**src/rtl/hwo_defines.svh**
```systemverilog
/*
 Register map, field positions, reset values and timing constants of the
 host-watchdog and output-safety block. Assumes inclusion by bare name.
*/
`ifndef HWO_DEFINES_SVH
`define HWO_DEFINES_SVH

// Register byte addresses on APB
`define HWO_A_CMD    8'h00
`define HWO_A_ARG    8'h04
`define HWO_A_REPLY  8'h08
`define HWO_A_RDATA  8'h0c
`define HWO_A_STAT   8'h10
`define HWO_A_CFG    8'h14
`define HWO_A_ECFG   8'h18
`define HWO_A_DOUT   8'h1c
`define HWO_A_KICK   8'h20
`define HWO_A_DIN    8'h24

// Command register fields
`define HWO_CMD_OP   3:0
`define HWO_CMD_EN   4
`define HWO_CMD_CERR 5
`define HWO_CMD_BAD  6
`define HWO_CMD_PER  15:8

// Reply register fields
`define HWO_RPL_KIND 1:0
`define HWO_RPL_RDY  2
`define HWO_RPL_BUSY 3
`define HWO_RPL_ADDR 15:8

// Status register fields
`define HWO_ST_CODE  7:0
`define HWO_ST_WDEN  8
`define HWO_ST_ALARM 9
`define HWO_ST_RSTF  10
`define HWO_ST_STRAP 11
`define HWO_ST_PER   23:16

// Configuration register fields
`define HWO_CFG_ADDR 7:0
`define HWO_CFG_BAUD 15:8
`define HWO_CFG_CHK  16

// Status codes
`define HWO_CODE_NORMAL 8'h00
`define HWO_CODE_ALARM  8'h04

// Strapped default configuration (baud code 06 means 9600)
`define HWO_DEF_ADDR 8'h00
`define HWO_DEF_BAUD 8'h06
`define HWO_DEF_CHK  1'b0

// Reset values of the stored settings
`define HWO_RST_PON   8'h00
`define HWO_RST_SAFE  8'h00
`define HWO_RST_NAME  32'h3f3f3f3f
`define HWO_RST_ADDR  8'h01
`define HWO_RST_BAUD  8'h06
`define HWO_RST_PER   8'h00

// Timing: tick of 0.1 s, module watchdog preset time
`define HWO_CLK_MHZ   100
`define HWO_TICK_MS   100
`define HWO_TICK_CYC  (`HWO_TICK_MS * 1000 * `HWO_CLK_MHZ)
`define HWO_MWD_MS    500
`define HWO_MWD_CYC   (`HWO_MWD_MS * 1000 * `HWO_CLK_MHZ)

`endif

```
**src/rtl/hwo_pkg.sv**
```systemverilog
/*
 Types of the host-watchdog and output-safety block: states, commands,
 reply kinds and the state records of both modules. Needs hwo_defines.svh
 nowhere; pure type definitions.
*/
package hwo_pkg;

	// Command handler states, one-hot
	typedef enum logic [1:0] {
		HWO_S_IDLE = 2'h1,
		HWO_S_EXEC = 2'h2
	} hwo_fsm_t;

	// Decoded command codes posted by the line front end
	typedef enum logic [3:0] {
		HWO_OP_NONE           = 4'h0,
		HWO_OP_STATUS_READ    = 4'h1,
		HWO_OP_STATUS_RESET   = 4'h2,
		HWO_OP_WD_READ        = 4'h3,
		HWO_OP_WD_ENABLE      = 4'h4,
		HWO_OP_PON_READ       = 4'h5,
		HWO_OP_SAFE_READ      = 4'h6,
		HWO_OP_PON_CAPTURE    = 4'h7,
		HWO_OP_SAFE_CAPTURE   = 4'h8,
		HWO_OP_NAME_SET       = 4'h9,
		HWO_OP_NAME_READ      = 4'ha,
		HWO_OP_RESET_READBACK = 4'hb,
		HWO_OP_CONFIG_READ    = 4'hc,
		HWO_OP_HOST_ALIVE     = 4'hd
	} hwo_op_t;

	// Reply kinds: none, valid (address first), invalid
	typedef enum logic [1:0] {
		HWO_RK_NONE    = 2'h0,
		HWO_RK_VALID   = 2'h1,
		HWO_RK_INVALID = 2'h2
	} hwo_rkind_t;

	// Whole state of the top module
	typedef struct packed {
		hwo_fsm_t   fsm;
		hwo_op_t    op;
		logic       arg_en;
		logic [7:0] arg_per;
		logic       err_comm;
		logic       err_bad;
		logic [31:0] name_arg;
		logic       wd_en;
		logic [7:0] wd_per;
		logic       alarm;
		logic [7:0] pon;
		logic [7:0] safe;
		logic [31:0] name;
		logic [7:0] cfg_addr;
		logic [7:0] cfg_baud;
		logic       cfg_chk;
		logic [7:0] eff_addr;
		logic [7:0] eff_baud;
		logic       eff_chk;
		logic       strap;
		logic       strap_done;
		logic       rst_flag;
		logic [7:0] dout;
		logic [7:0] din;
		logic [31:0] mwd_cnt;
		logic       cpu_rst;
		logic       kick;
		hwo_rkind_t rkind;
		logic       rready;
		logic [31:0] rdata;
		logic       pready;
		logic       pslverr;
		logic [31:0] prdata;
	} hwo_state_t;

	// Whole state of the host watchdog timer
	typedef struct packed {
		logic [31:0] div;
		logic [7:0]  cnt;
		logic        fired;
		logic        expire;
	} hwo_wd_t;

endpackage

```
**src/rtl/hwo_host_wd.sv**
```systemverilog
/*
 Host watchdog timer: divides the clock to a 0.1 s tick and counts ticks
 since the last host-alive kick; gives one expiry pulse per silence.
 Assumes enable and period come from flops of the command handler.
*/
`timescale 1ns/1ns
`default_nettype none
`include "hwo_defines.svh"

module hwo_host_wd #(
	parameter int TICK_CYC = `HWO_TICK_CYC   // Cycles per 0.1 s tick
) (
	input  wire logic       pclk,     // Clock
	input  wire logic       presetn,  // Async reset, active low
	input  wire logic       enable,   // Watchdog enabled
	input  wire logic [7:0] period,   // Period in tenths of a second
	input  wire logic       kick,     // Host-alive pulse
	output logic            expire    // One-cycle expiry pulse
);
	import hwo_pkg::*;

	hwo_wd_t q;
	hwo_wd_t d;

	// Tick divider and silence counter; a kick or disable restarts all
	always_comb begin
		d = q;
		d.expire = 1'b0;
		if (kick || !enable) begin // RULE7 RULE26
			d.div = '0;
			d.cnt = '0;
			d.fired = 1'b0;
		end else begin
			if (q.div == 32'(TICK_CYC - 1)) begin // RULE5
				d.div = '0;
				if (q.cnt != 8'hff)
					d.cnt = q.cnt + 8'h01; // Saturates, never wraps
			end else begin
				d.div = q.div + 32'h1;
			end
			// Period zero never fires; a lowered period fires at once
			if (!q.fired && period != 8'h00 && q.cnt >= period) begin // RULE8
				d.expire = 1'b1;
				d.fired = 1'b1;
			end
		end
	end

	// State register
	always_ff @(posedge pclk or negedge presetn) begin
		if (!presetn)
			q <= '0;
		else
			q <= d;
	end

	assign expire = q.expire;
endmodule
`default_nettype wire

```
**src/rtl/hwo_top.sv**
```systemverilog
/*
 Command handling and supervision of a remote digital I/O module: host
 watchdog with alarm status, stored power-on and safe output bytes, module
 name, default-configuration strap and internal module watchdog.
 Assumes a line front end that parses each framed command, posts it over
 APB into the command register and sends the reply built here.
*/
//
// Contract
// RULE1: alarm sets status code 04 and holds
// RULE2: status-reset clears code; acked; errors handled
// RULE3: watchdog read returns address, enable, period
// RULE4: watchdog enable stores flag and period; acked
// RULE5: period counts in tenths of a second
// RULE6: host broadcasts host-alive before period ends
// RULE7: host-alive clears and restarts watchdog timer
// RULE8: silence longer than period raises alarm
// RULE9: alarm forces outputs to safe byte
// RULE10: power-on read returns byte then zeros
// RULE11: safe read returns byte then zeros
// RULE12: power-on capture copies present outputs
// RULE13: safe capture copies present outputs
// RULE14: power-up forces outputs to power-on byte
// RULE15: name set stores four characters for read
// RULE16: grounded strap forces address 00, 9600, nochecksum
// RULE17: stored configuration still reported, used next power-up
// RULE18: closed contact reads one, open reads zero
// RULE19: module watchdog restarts processor when unrefreshed
// RULE20: module watchdog reset restores default outputs
// RULE21: host resends outputs after detecting reset
// RULE22: reset readback reports one after reset
// RULE23: status read gives 00 normal, 04 alarm
// RULE24: host-alive gets no reply
// RULE25: reset flag reads one after power-up
// RULE26: disabled watchdog never raises alarm
`timescale 1ns/1ns
`default_nettype none
`include "hwo_defines.svh"

module hwo_top #(
	parameter int NIN      = 8,               // Digital input channels, up to 8
	parameter bit HAS_OUT  = 1'b1,            // Variant has digital outputs
	parameter int TICK_CYC = `HWO_TICK_CYC,   // Cycles per 0.1 s tick
	parameter int MWD_CYC  = `HWO_MWD_CYC     // Module watchdog preset, cycles
) (
	input  wire logic           pclk,              // Clock, 100 MHz
	input  wire logic           presetn,           // Async reset, active low
	input  wire logic           psel,              // APB select
	input  wire logic           penable,           // APB access phase
	input  wire logic           pwrite,            // APB write
	input  wire logic [7:0]     paddr,             // APB byte address
	input  wire logic [31:0]    pwdata,            // APB write data
	output logic [31:0]         prdata,            // APB read data
	output logic                pready,            // APB ready
	output logic                pslverr,           // APB error
	input  wire logic [NIN-1:0] input_channel_pin, // Inputs, low when closed
	input  wire logic           init_strap_n,      // Strap, low forces defaults
	output logic [7:0]          digital_out,       // Digital output byte
	output logic                cpu_reset_pulse,   // Module watchdog restart
	output logic [7:0]          eff_addr,          // Address in use
	output logic [7:0]          eff_baud,          // Baud code in use
	output logic                eff_chk,           // Checksum in use
	output logic                alarm_out          // Host watchdog alarm
);
	import hwo_pkg::*;

	hwo_state_t q;
	hwo_state_t d;
	logic       expire_w;
	logic [7:0] din_w;

	// A grounded input pin means a closed contact, so each channel bit inverts; bits above NIN read zero
	genvar gi;
	generate
		for (gi = 0; gi < 8; gi++) begin : g_din
			if (gi < NIN) begin : g_on
				assign din_w[gi] = ~input_channel_pin[gi]; // RULE18
			end else begin : g_off
				assign din_w[gi] = 1'b0;
			end
		end
	endgenerate

	// Host watchdog timer on the 0.1 s tick
	hwo_host_wd #(
		.TICK_CYC (TICK_CYC)
	) u_wd (
		.pclk    (pclk),
		.presetn (presetn),
		.enable  (q.wd_en),
		.period  (q.wd_per),
		.kick    (q.kick),
		.expire  (expire_w)
	);

	// Bus, command execution and supervision; later steps win, so events
	// that set a flag override a clear in the same cycle
	always_comb begin
		logic [31:0] rd;
		logic        hit;
		logic [7:0]  code;
		rd = '0;
		hit = 1'b1;
		code = q.alarm ? `HWO_CODE_ALARM : `HWO_CODE_NORMAL; // RULE1 RULE23
		d = q;
		d.kick = 1'b0;
		d.cpu_rst = 1'b0;
		d.din = din_w;

		// Strap caught once after power-up; stored values stay readable
		if (!q.strap_done) begin // RULE16 RULE17
			d.strap_done = 1'b1;
			d.strap = !init_strap_n;
			d.eff_addr = init_strap_n ? q.cfg_addr : `HWO_DEF_ADDR;
			d.eff_baud = init_strap_n ? q.cfg_baud : `HWO_DEF_BAUD;
			d.eff_chk = init_strap_n ? q.cfg_chk : `HWO_DEF_CHK;
		end

		// Read mux; one wait state lets prdata come from a flop
		case (paddr)
			`HWO_A_CMD: begin
				rd[`HWO_CMD_OP] = q.op;
				rd[`HWO_CMD_EN] = q.arg_en;
				rd[`HWO_CMD_CERR] = q.err_comm;
				rd[`HWO_CMD_BAD] = q.err_bad;
				rd[`HWO_CMD_PER] = q.arg_per;
			end
			`HWO_A_ARG:   rd = q.name_arg;
			`HWO_A_REPLY: begin
				rd[`HWO_RPL_KIND] = q.rkind;
				rd[`HWO_RPL_RDY] = q.rready;
				rd[`HWO_RPL_BUSY] = (q.fsm == HWO_S_EXEC);
				rd[`HWO_RPL_ADDR] = q.eff_addr;
			end
			`HWO_A_RDATA: rd = q.rdata;
			`HWO_A_STAT: begin
				rd[`HWO_ST_CODE] = code;
				rd[`HWO_ST_WDEN] = q.wd_en;
				rd[`HWO_ST_ALARM] = q.alarm;
				rd[`HWO_ST_RSTF] = q.rst_flag;
				rd[`HWO_ST_STRAP] = q.strap;
				rd[`HWO_ST_PER] = q.wd_per;
			end
			`HWO_A_CFG: begin
				rd[`HWO_CFG_ADDR] = q.cfg_addr;
				rd[`HWO_CFG_BAUD] = q.cfg_baud;
				rd[`HWO_CFG_CHK] = q.cfg_chk;
			end
			`HWO_A_ECFG: begin
				rd[`HWO_CFG_ADDR] = q.eff_addr;
				rd[`HWO_CFG_BAUD] = q.eff_baud;
				rd[`HWO_CFG_CHK] = q.eff_chk;
			end
			`HWO_A_DOUT:  rd[7:0] = q.dout;
			`HWO_A_KICK:  rd = '0;
			`HWO_A_DIN:   rd[7:0] = q.din;
			default:      hit = 1'b0;
		endcase

		// APB answer: ready rises in the second access cycle, drops the next
		d.pready = psel && penable && !q.pready;
		if (psel && penable && !q.pready) begin
			d.prdata = rd;
			d.pslverr = !hit;
		end

		// Module watchdog counts unless the processor refreshes it
		d.mwd_cnt = q.mwd_cnt + 32'h1;

		// Writes take effect at the completing edge only
		if (psel && penable && q.pready && pwrite && hit) begin
			case (paddr)
				`HWO_A_CMD: begin
					// A command posted while one runs is dropped
					if (q.fsm == HWO_S_IDLE) begin
						d.op = hwo_op_t'(pwdata[`HWO_CMD_OP]);
						d.arg_en = pwdata[`HWO_CMD_EN];
						d.err_comm = pwdata[`HWO_CMD_CERR];
						d.err_bad = pwdata[`HWO_CMD_BAD];
						d.arg_per = pwdata[`HWO_CMD_PER];
						d.rready = 1'b0;
						d.fsm = HWO_S_EXEC;
					end
				end
				`HWO_A_ARG:  d.name_arg = pwdata;
				`HWO_A_CFG: begin
					d.cfg_addr = pwdata[`HWO_CFG_ADDR];
					d.cfg_baud = pwdata[`HWO_CFG_BAUD];
					d.cfg_chk = pwdata[`HWO_CFG_CHK];
				end
				`HWO_A_DOUT: d.dout = HAS_OUT ? pwdata[7:0] : 8'h00;
				`HWO_A_KICK: d.mwd_cnt = '0;
				default: ;
			endcase
		end

		// Command execution, one cycle
		if (q.fsm == HWO_S_EXEC) begin
			d.fsm = HWO_S_IDLE;
			d.rready = 1'b1;
			d.rkind = HWO_RK_VALID;
			d.rdata = '0;
			if (q.err_comm) begin
				d.rkind = HWO_RK_NONE; // RULE2
			end else if (q.err_bad) begin
				d.rkind = HWO_RK_INVALID; // RULE2
			end else begin
				case (q.op)
					HWO_OP_STATUS_READ:  d.rdata[7:0] = code; // RULE23
					HWO_OP_STATUS_RESET: d.alarm = 1'b0; // RULE2
					HWO_OP_WD_READ: begin
						d.rdata[8] = q.wd_en; // RULE3
						d.rdata[7:0] = q.wd_per;
					end
					HWO_OP_WD_ENABLE: begin
						d.wd_en = q.arg_en; // RULE4
						d.wd_per = q.arg_per;
					end
					HWO_OP_PON_READ: begin
						if (HAS_OUT)
							d.rdata[15:8] = q.pon; // RULE10
						else
							d.rkind = HWO_RK_INVALID;
					end
					HWO_OP_SAFE_READ: begin
						if (HAS_OUT)
							d.rdata[15:8] = q.safe; // RULE11
						else
							d.rkind = HWO_RK_INVALID;
					end
					HWO_OP_PON_CAPTURE: begin
						if (HAS_OUT)
							d.pon = q.dout; // RULE12
						else
							d.rkind = HWO_RK_INVALID;
					end
					HWO_OP_SAFE_CAPTURE: begin
						if (HAS_OUT)
							d.safe = q.dout; // RULE13
						else
							d.rkind = HWO_RK_INVALID;
					end
					HWO_OP_NAME_SET:     d.name = q.name_arg; // RULE15
					HWO_OP_NAME_READ:    d.rdata = q.name; // RULE15
					HWO_OP_RESET_READBACK: begin
						d.rdata[0] = q.rst_flag; // RULE22
						d.rst_flag = 1'b0;
					end
					HWO_OP_CONFIG_READ: begin
						d.rdata[`HWO_CFG_ADDR] = q.cfg_addr; // RULE17
						d.rdata[`HWO_CFG_BAUD] = q.cfg_baud;
						d.rdata[`HWO_CFG_CHK] = q.cfg_chk;
					end
					HWO_OP_HOST_ALIVE: begin
						d.kick = 1'b1; // RULE6 RULE7
						d.rkind = HWO_RK_NONE; // RULE24
					end
					default:             d.rkind = HWO_RK_INVALID;
				endcase
			end
		end

		// Module watchdog expiry restarts the processor, outputs to default
		if (q.mwd_cnt == 32'(MWD_CYC - 1)) begin // RULE19
			d.mwd_cnt = '0;
			d.cpu_rst = 1'b1;
			d.rst_flag = 1'b1; // RULE22
			d.dout = q.pon; // RULE20
		end

		// Host watchdog alarm wins over a clear and over an output write
		if (expire_w) begin
			d.alarm = 1'b1; // RULE1
			d.dout = HAS_OUT ? q.safe : 8'h00; // RULE9
		end
	end

	// State register; power-up drives outputs to the power-on byte
	always_ff @(posedge pclk or negedge presetn) begin
		if (!presetn) begin
			q <= '0;
			q.fsm <= HWO_S_IDLE;
			q.rst_flag <= 1'b1; // RULE25
			q.dout <= `HWO_RST_PON; // RULE14
			q.pon <= `HWO_RST_PON;
			q.safe <= `HWO_RST_SAFE;
			q.name <= `HWO_RST_NAME;
			q.wd_per <= `HWO_RST_PER;
			q.cfg_addr <= `HWO_RST_ADDR;
			q.cfg_baud <= `HWO_RST_BAUD;
		end else begin
			q <= d;
		end
	end

	// Outputs straight from the state register
	assign prdata = q.prdata;
	assign pready = q.pready;
	assign pslverr = q.pslverr;
	assign digital_out = q.dout;
	assign cpu_reset_pulse = q.cpu_rst;
	assign eff_addr = q.eff_addr;
	assign eff_baud = q.eff_baud;
	assign eff_chk = q.eff_chk;
	assign alarm_out = q.alarm;

	// Execution of a well-formed command, for the checks below
	logic exec_w;
	assign exec_w = (q.fsm == HWO_S_EXEC) && !q.err_comm && !q.err_bad;
endmodule
`default_nettype wire

```
**config.mk**
```make
export PLATFORM = sky130hd
export DESIGN_NAME = hwo_top
export DESIGN_NICKNAME = d
export VERILOG_FILES = /design/src/rtl/hwo_pkg.sv /design/src/rtl/hwo_host_wd.sv /design/src/rtl/hwo_top.sv
export VERILOG_INCLUDE_DIRS = /design/src /design/src/rtl
export SDC_FILE = /design/constraint.sdc
export NUM_CORES = 1
export LEC_CHECK = 0
export BUFFER_PORTS_ARGS = -buffer_cell sky130_fd_sc_hd__buf_2
export CAP_MARGIN = 0
export CORE_MARGIN = 2
export CORE_UTILIZATION = 45
export CTS_CLUSTER_DIAMETER = 60
export DETAILED_ROUTE_END_ITERATION = 12
export GPL_ROUTABILITY_DRIVEN = 0
export GPL_TIMING_DRIVEN = 0
export PLACE_DENSITY = 0.61
export SYNTH_ARGS = -nofsm -noshare
export SYNTH_HDL_FRONTEND = slang
export SYNTH_HIERARCHICAL = 1
export SYNTH_SLANG_ARGS = --single-unit
```
**constraint.sdc**
```tcl
create_clock -name pclk -period 6 [get_ports pclk]
set_input_delay 0.3 -clock pclk [delete_from_list [all_inputs] [get_ports pclk]]
set_output_delay 0.3 -clock pclk [all_outputs]
set_load 0.01 [all_outputs]
```
* Word-level counts from Yosys, hierarchy flattened
Index checks and enable logic that the tools add are counted.
Word-level totals: register bits 305, input port bits 54, output and inout port bits 61
Cells by class: add/subtract/negate cells 3, magnitude comparators 1, eq/ne operators 31, multiplexer cells 61, bitwise gates (word level) 10, reduce and logical (&&, ||, !) cells 41
Operators with widths (count):
- 2-to-1 mux 32 bit | 7
- 2-to-1 mux 49 bit | 4
- 2-to-1 mux 8 bit | 9
- adder 32 x 1 -> 32 bit, second input constant | 2
- one-hot mux 7 bit (4 select lines) | 2
- 2-to-1 mux 41 bit | 1
- 2-to-1 mux 36 bit | 1
- one-hot mux 4 bit (9 select lines) | 1
- 2-to-1 mux 17 bit | 2
- 2-to-1 mux 33 bit | 1
- == test 32 x 24 -> 1 bit, second input constant | 1
- == test 32 x 26 -> 1 bit, second input constant | 1
- == test 8 x 5 -> 1 bit, second input constant | 4
- one-hot mux 4 bit (7 select lines) | 1
- == test 4 bit, second input constant | 6
- one-hot mux 3 bit (8 select lines) | 1
- one-hot mux 4 bit (6 select lines) | 1
- AND reduction 4 bit | 6
- one-hot mux 7 bit (3 select lines) | 1
- nonzero test 2 bit | 10
- == test 4 x 3 -> 1 bit, second input constant | 4
- == test 8 x 4 -> 1 bit, second input constant | 2
- == test 8 x 6 -> 1 bit, second input constant | 2
- one-hot mux 8 bit (2 select lines) | 1
- other kinds (29) | 76

* Depth between registers and ports, before layout
Gate-level depths: netlist (run 1).
depth after elaboration 7, depth in mapped cells 8

* Cells and area by module
Netlist (run 1), hierarchy kept.
By module, submodules not included:
- hwo_top | times used 1, cells each 1130, area an instance 12674.7 um^2
- hwo_host_wd | times used 1, cells each 264, area an instance 2397.3 um^2

* Worst setup path before layout (run 1)
OpenSTA, ideal clock, no wires.
path kind register -> register, start reg u_wd/q[40] in the netlist's numbering, end reg u_wd/q[6] in the netlist's numbering, library setup time 0.148 ns, arrival 2.037 ns, data required time 5.852 ns, path slack 3.815 ns, stages on the path, launching flop included 7, path buffers 1, period minus slack after synthesis 2.185 ns, cells stage by stage dfrtp_1 or4_1 or3_1 or2_4 buf_6 o311ai_0 o41ai_1
Between the ends: longest elaborated chain between the ends 3
Ends and longest elaborated chain:
- from (decl) | line hwo_host_wd.sv:22 | hwo_wd_t q;
- from (signal assigned) | line hwo_host_wd.sv:52 | q <= '0;
- from (signal assigned) | line hwo_host_wd.sv:54 | q <= d;
- == test 32 x 24 -> 1 bit | line hwo_host_wd.sv:34 | if (q.div == 32'(TICK_CYC - 1)) begin
- nonzero test 2 bit (no source line)
- AND reduction 2 bit (no source line)
Every way passes these cells. A chain may end at the register's enable or synchronous reset.

* Final worst setup path (run 1)
start reg q[261] in the netlist's numbering, end reg q[57] in the netlist's numbering
Between the ends: longest elaborated chain between the ends 1
Ends and longest elaborated chain:
- from (decl) | line hwo_top.sv:67 | hwo_state_t q;
- == test 2 bit
Every way passes these cells.

==> metrics.log, run 1 <==
[metrics] required time of the critical path: between 6 and 7 ns
[metrics] most frequent standard cell in the layout excluding fill and tap cells: dfrtp_1
[metrics] I/O Buffers: 113
[metrics] cell leakage power: 7.90 nW
[metrics] count of nets after finishing: 1637
[metrics] result of the run: finished, final reports clean
[metrics] Cell Count, Final, Fillers Out: 2044
[metrics] share of layout cells above drive strength 1: roughly 27%
[metrics] post-detailed-route wirelength per cell: 20.8 µm
[metrics] Num CTS Buffers: 37
[metrics] horizontal die dimension: 187 µm
[metrics] via count of the routed design: 11500
[metrics] worst slack on hold paths: 0.0206 ns
[metrics] Switching Fraction: between 20% and 30%
[metrics] hpwl dp: 30800 µm
[metrics] critical setup path kind: flop to flop
[metrics] number of warning messages in the yosys log: 6
[metrics] post-route clock period utilization: 52.3%
[metrics] number of design rule violations left after detail routing: 0
[metrics] initial core utilization: 45.3%
[metrics] slew at the pin closest to its max-slew limit: about 1.1 ns
[metrics] die area: ~35000 µm²
[metrics] Max Fclk: approximately 0.32 GHz
[metrics] post-CTS setup buffer count: 0
[metrics] share of async-settable or async-resettable flops after synthesis: 100%
[metrics] hold buffer count at CTS: 22
[metrics] Worst Hold Class: input pin to flop
[metrics] net switching power of the design: 1.01 mW
[metrics] Worst Skew: 0.0122 ns
[metrics] #FFs+latches synth: 305
[metrics] y dimension of the die: 187 µm
[metrics] cell row count: 67
[metrics] CTS root buf: clkbuf_16
[metrics] Combinational Power Share: 4.1%
[metrics] number of top-level design ports: 115
[metrics] count of max-cap constraint violations: 0
[metrics] area added between synthesis and finish: 17.4%
[metrics] antenna violations before repair: 0
[metrics] number of resized instances in the post-cts repair step: 0
[metrics] synthesized netlist cell count: 1394
[metrics] sort of element at the end of the critical path: flop
[metrics] Syn Area/Cell: 10.8 µm²
[metrics] setup repair after global routing missed its margin: no
[metrics] max-slew violation total from the final report: 0
[metrics] Cell Area, Synth: 15100 µm²
[metrics] ANT cells: 0
[metrics] core region area: 33300 µm²
[metrics] drt initial violations: 948
[metrics] TritonCTS sink count: 305
[metrics] part of the total power dissipated in the clock network: between 40% and 50%
[metrics] Reg clk slew, reported paths: 0.06 ns
[metrics] Power per Cell Area: 257 nW/µm²
[metrics] Main synth FF type: dfrtp_1
[metrics] element type at the critical path start: flop
[metrics] VDD IR max: 0.162 mV
[metrics] highest net fanout along the worst path: 10
[metrics] Post-synth EDFFs: 0
[metrics] endpoints failing setup: 0
[metrics] Hold Violations, Final: 0
[metrics] Clock Path Buffers: 3
[metrics] arrival time worst endpoint: ~3.6 ns
[metrics] internal power summed over all cells: 3.53 mW
[metrics] commonest cells after routing, fill and taps aside: 276 x dfrtp_1, 132 x buf_2, 126 x nand2_1
[metrics] total routed wirelength: 42500 µm
[metrics] Placed Instances: 1957
[metrics] sequential share of the synthesized area: 50.9%
[metrics] vias per std cell: 5.65
[metrics] global-route usage over all layers: between 20% and 30%
[metrics] number of different library cells in the post-synthesis netlist: 78
[metrics] Antenna Violating Nets Remaining: 0
[metrics] largest net degree at the start of global routing: 118
[metrics] Remaining Overflow, GRT: 0
[metrics] normalized max-slew margin: 25.7%
[metrics] vias in the first global route: 11400
[metrics] DR pass1 iterations: 5
[metrics] # H-tree levels: 2
[metrics] relative contribution of sequential cells to total power: 46.6%
[metrics] first-pass GRT wire length: 67400 µm
[metrics] CTS tree: built
[metrics] clock insertion delay at the later pin of the skew report: around 0.52 ns
[metrics] post-synth net total: 1461
[metrics] shortest period the worst path allows: 3.14 ns
## power by group through the flow
| stage | clock network, mW | registers [mW] | logic [mW] |
|---|---|---|---|
| 6_report | 2.24 | 2.12 | 0.187 |
| 5_1_grt | 2.37 | 2.12 | 0.210 |
| 4_1_cts | 2.29 | 2.12 | 0.190 |
| 3_5_place_dp | 0 | 2.15 | 0.179 |
| 3_3_place_gp | 0 | 2.15 | 0.172 |
| 2_1_floorplan | 0 | 2.14 | 0.0737 |
## cell type report
class,instances,area (µm²)
inverter,64,240
fill,2964,15600
buffer,128,822
multi-input combinational,897,6340
sequential,305,7670
clock inverter,12,173
timing repair buffer,137,851
tap,448,561
clock buffer,53,1040
## registers in the layout, indices dropped and copies added (netlist names)
register and cells:
eff_chk 1, eff_baud 8, q 202, pslverr 1, u_wd/expire 1, prdata 32
pready 1, cpu_reset_pulse 1, digital_out 8, eff_addr 8, u_wd/q 41, alarm_out 1
## metrics by stage
step	setup WS [ns]	util [%]	cell area, µm²	power (mW)	setup TNS, ns
final	2.86	53.2	17700	4.54	0
after global routing	2.58	53.2	17700	4.70	0
after CTS	2.81	53.2	17700	4.59	0
after detailed placement	2.86	48.9	16300	2.33	0
after global placement	-1.22	48.7	16200	2.32	-327.62
after floorplan	3.81	-	15100	2.22	0
## path summary, 6_finish.rpt
kind	startpoint	endpoint	slack, ns	depth (start not counted)
worst min register to register	q[187]	q[65]	0.47	2
max in group asynchronous	presetn	cpu_reset_pulse	4.64	3
worst max-delay path	q[261]	q[57]	2.86	8
worst min-delay path	pwdata[18]	q[232]	0.02	2
worst max register to register	q[261]	q[57]	2.86	8
min in group asynchronous	presetn	q[243]	0.34	2
## worst max-delay path, stage by stage (launching register included)
cell,delay (ns)
dfstp_2,0.37
inv_1,0.06
ha_1,0.24
clkbuf_1,0.42
nand2_1,0.32
nor3_1,0.95
clkbuf_1,0.47
nand2_1,0.11
o21ai_0,0.09
## cells in the mapped netlist (all sizes together), types with 19 or more instances
library cell  number  area, µm²
mux2             130       1610
clkbuf            39        146
xor2              26        228
buf               89        676
nand3             55        275
dfrtp            276       6910
nand2            126        473
a22o              19        166
a22oi             36        270
o21ai             73        365
a21oi             24        124
nor3              22        148
dfstp             29        762
nor4              20        159
nor2              97        364
xnor2             28        245
inv               64        240
## per-layer routing
layer / GRT usage, % / up-vias / wire [µm]
met4: 9.10 / 0 / 1470
met2: 37.8 / 439 / 18700
met5: 0 / - / 0
met1: 35.3 / 5740 / 19400
met3: 3.98 / 91 / 2850
li1: - / 5272 / -
## kinds of logic after synthesis
| kind of cell | Yosys count | synth area share (%) |
|---|---|---|
| and+or+nand+nor | 433 | 15.0 |
| DFF | 305 | 50.9 |
| AOI/OAI and AO/OA | 262 | 11.9 |
| buffers and inverters | 192 | 7.05 |
| muxes | 134 | 11.0 |
| xor gates and xnor gates | 54 | 3.14 |
| adders and majority gates | 13 | 1.08 |
| other | 1 | 0.0249 |
(Power assumes the default switching activity.)
==> run 2, diff against run 1 <==
clock period = 3 ns   (was 6 ns; I/O delays follow)
==> run 2 against run 1 <==
Compared with the run above:
- highest routed layer unchanged
- clock skew about the same
- first-iteration DRC count decreased by 0.74%
- critical path type unchanged
- hold slack improved by 0.052 ns
- cell count increased by 0.93%
- critical path depth decreased by 2
- largest power group unchanged
==> metrics.log, run 2 (synthesis results as in run 1) <==
[metrics] result of the run: finished, final reports clean
[metrics] horizontal die dimension: 187 µm
[metrics] cell row count: 67
[metrics] Worst Skew: 0.0123 ns
[metrics] start point of the worst hold path: paddr[6]
[metrics] first-pass GRT wire length: 67900 µm
[metrics] arrival time worst endpoint: between 3 and 4 ns
[metrics] area added between synthesis and finish: 18.7%
[metrics] ANT cells: 0
[metrics] final standard cell area without fillers: 17900 µm²
[metrics] number of flip-flops under the largest register name: 202
[metrics] share of layout cells above drive strength 1: 26.5%
[metrics] slew at the pin closest to its max-slew limit: 1.03 ns
[metrics] cell area reported after detailed placement: around 16000 µm²
[metrics] count of fill cells added during filler insertion: 2955
[metrics] cell family contributing the most delay on the critical path: simple AND/OR/NAND/NOR gates
[metrics] CTS root buf: clkbuf_16
[metrics] CP max-delay cell: nor3_2
[metrics] shortest period the worst path allows: 2.75 ns
[metrics] initial core utilization: 45.3%
[metrics] TritonCTS sink count: 305
[metrics] antenna violations before repair: 0
[metrics] Max Fclk: between 0.3 and 0.4 GHz
[metrics] Cell Count, Final, Fillers Out: 2063
[metrics] drt initial violations: 941
[metrics] vias in the first global route: approximately 12000
[metrics] Reg with most FFs: q
[metrics] post-CTS setup buffer count: 0
[metrics] largest net degree at the start of global routing: 118
[metrics] post-route clock period utilization: ~92%
[metrics] maximum cell stage delay along the critical path: 0.74 ns
[metrics] sort of element at the end of the critical path: flop
[metrics] final setup margin: about 0.25 ns
[metrics] global-route usage over all layers: 24.8%
[metrics] max-slew violation total from the final report: 0
[metrics] Clock Path Buffers: 3
[metrics] I/O Buffers: 113
[metrics] cells traversed along the worst timing path: inv_1, ha_1, clkbuf_1, nand2_1, nor3_2, mux2_2
[metrics] Remaining Overflow, GRT: 0
[metrics] commonest cells after routing, fill and taps aside: 276 x dfrtp_1, 132 x buf_2, 126 x nand2_1
[metrics] element type at the critical path start: flop
[metrics] Setup crit start: q[261]
[metrics] clock insertion delay at the later pin of the skew report: roughly 0.52 ns
[metrics] count of max-cap constraint violations: 0
[metrics] total routed wirelength: 42700 µm
[metrics] Placed Instances: between 1500 and 2000
[metrics] Hold Path Depth: 3
[metrics] setup repair after global routing missed its margin: no
[metrics] normalized max-slew margin: 30.7%
[metrics] flop2flop setup slack: 0.25 ns
[metrics] number of top-level design ports: between 100 and 150
[metrics] power after layout: 9.11 mW
[metrics] endpoints failing setup: 0
[metrics] post-detailed-route wirelength per cell: 20.7 µm
[metrics] # H-tree levels: 2
[metrics] Buffers & Inverters on Critical Path: 2
[metrics] count of nets after finishing: 1656
[metrics] vias per std cell: roughly 5.6
[metrics] y dimension of the die: 187 µm
[metrics] endpoint of the worst register-to-register path: q[202]
[metrics] highest net fanout along the worst path: 10
[metrics] number of design rule violations left after detail routing: 0
[metrics] most frequent standard cell in the layout excluding fill and tap cells: dfrtp_1
[metrics] hpwl dp: 30800 µm
[metrics] area used by sequential logic in the layout: approximately 7700 µm²
[metrics] cell leakage power: 7.99 nW
[metrics] critical setup path kind: flop to flop
[metrics] multi-input gate area in the final layout: ~6400 µm²
[metrics] Reg-to-Reg Start: q[261]
[metrics] core region area: 33300 µm²
[metrics] die area: approximately 35000 µm²
[metrics] Num CTS Buffers: 37
[metrics] length in cells of the worst reg-to-reg path: 6
[metrics] Hold Violations, Final: 0
[metrics] via count of the routed design: 11600
[metrics] CTS tree: built
[metrics] Worst Hold Class: input pin to flop
[metrics] required time of the critical path: ~3.4 ns
[metrics] Antenna Violating Nets Remaining: 0
[metrics] Power per Cell Area: 509 nW/µm²
[metrics] Worst Hold Endpoint: q[75]
[metrics] VDD IR max: 0.322 mV
[metrics] Reg clk slew, reported paths: 0.07 ns
[metrics] DR pass1 iterations: 5
[metrics] post-place setup slack: -0.141 ns
[metrics] worst slack on hold paths: 0.0723 ns
## run 2: cell types whose count changed in the layout (fill, tap and decap cells not counted), sizes merged
| cell | previous run | this run |
|---|---|---|
| dlygate4sd3 | 22 | 41 |
## run 2: worst reg2reg max path, cell delays in order (launching register included)
cell and delay (ns):
dfstp_2 0.37, inv_1 0.06, ha_1 0.24, clkbuf_1 0.43, nand2_1 0.36, nor3_2 0.75, mux2_2 0.43
## run 2: power by group
group / switching, mW / leakage [nW] / internal [mW] / total [mW]
clock network: 1.73 / 0.586 / 2.75 / 4.48
registers: 0.0612 / 4.06 / 4.17 / 4.24
logic: 0.240 / 3.35 / 0.155 / 0.394
## run 2: how the worst max path moves through the flow
| stage | endpoint | slack, ns | depth (start not counted) |
|---|---|---|---|
| 6_report | q[202] | 0.25 | 6 |
| 5_1_grt | q[64] | 0.09 | 8 |
| 4_1_cts | q[57] | 0.15 | 8 |
| 3_5_place_dp | q[57] | -0.14 | 8 |
| 3_3_place_gp | q[194] | -4.07 | 1 |
| 2_1_floorplan | u_wd/q[6] | 0.81 | 6 |
## run 2: final cells by class
class	count	area share, %
Buffer	128	4.59
Clock buffer	53	5.79
Multi-Input combinational cell	897	35.5
Timing Repair Buffer	156	5.82
Tap cell	448	3.13
Inverter	64	1.34
Sequential cell	305	42.9
Clock inverter	12	0.965
## run 2: what timing repair did
item	in CTS	in global routing
hold buffers	41	0
cloned	0	0
setup endpoints to repair	10	10
resized for setup	1	1
endpoints found under the hold margin	144	0
## run 2: per-stage QoR
| stage | utilization, % | setup TNS, ns |
|---|---|---|
| floorplan | - | 0 |
| global placement | 48.7 | -1175.45 |
| detailed placement | 48.9 | -1.18 |
| CTS | 53.7 | 0 |
| global route | 53.8 | 0 |
| finish | 53.8 | 0 |
## run 2: routing by layer
metal	share of wire, %	GRT usage [%]	vias up
met3	6.9	4.00	97
met2	44	37.9	449
li1	-	-	5309
met1	45	35.4	5792
met4	3.9	9.55	0
met5	0	0	-
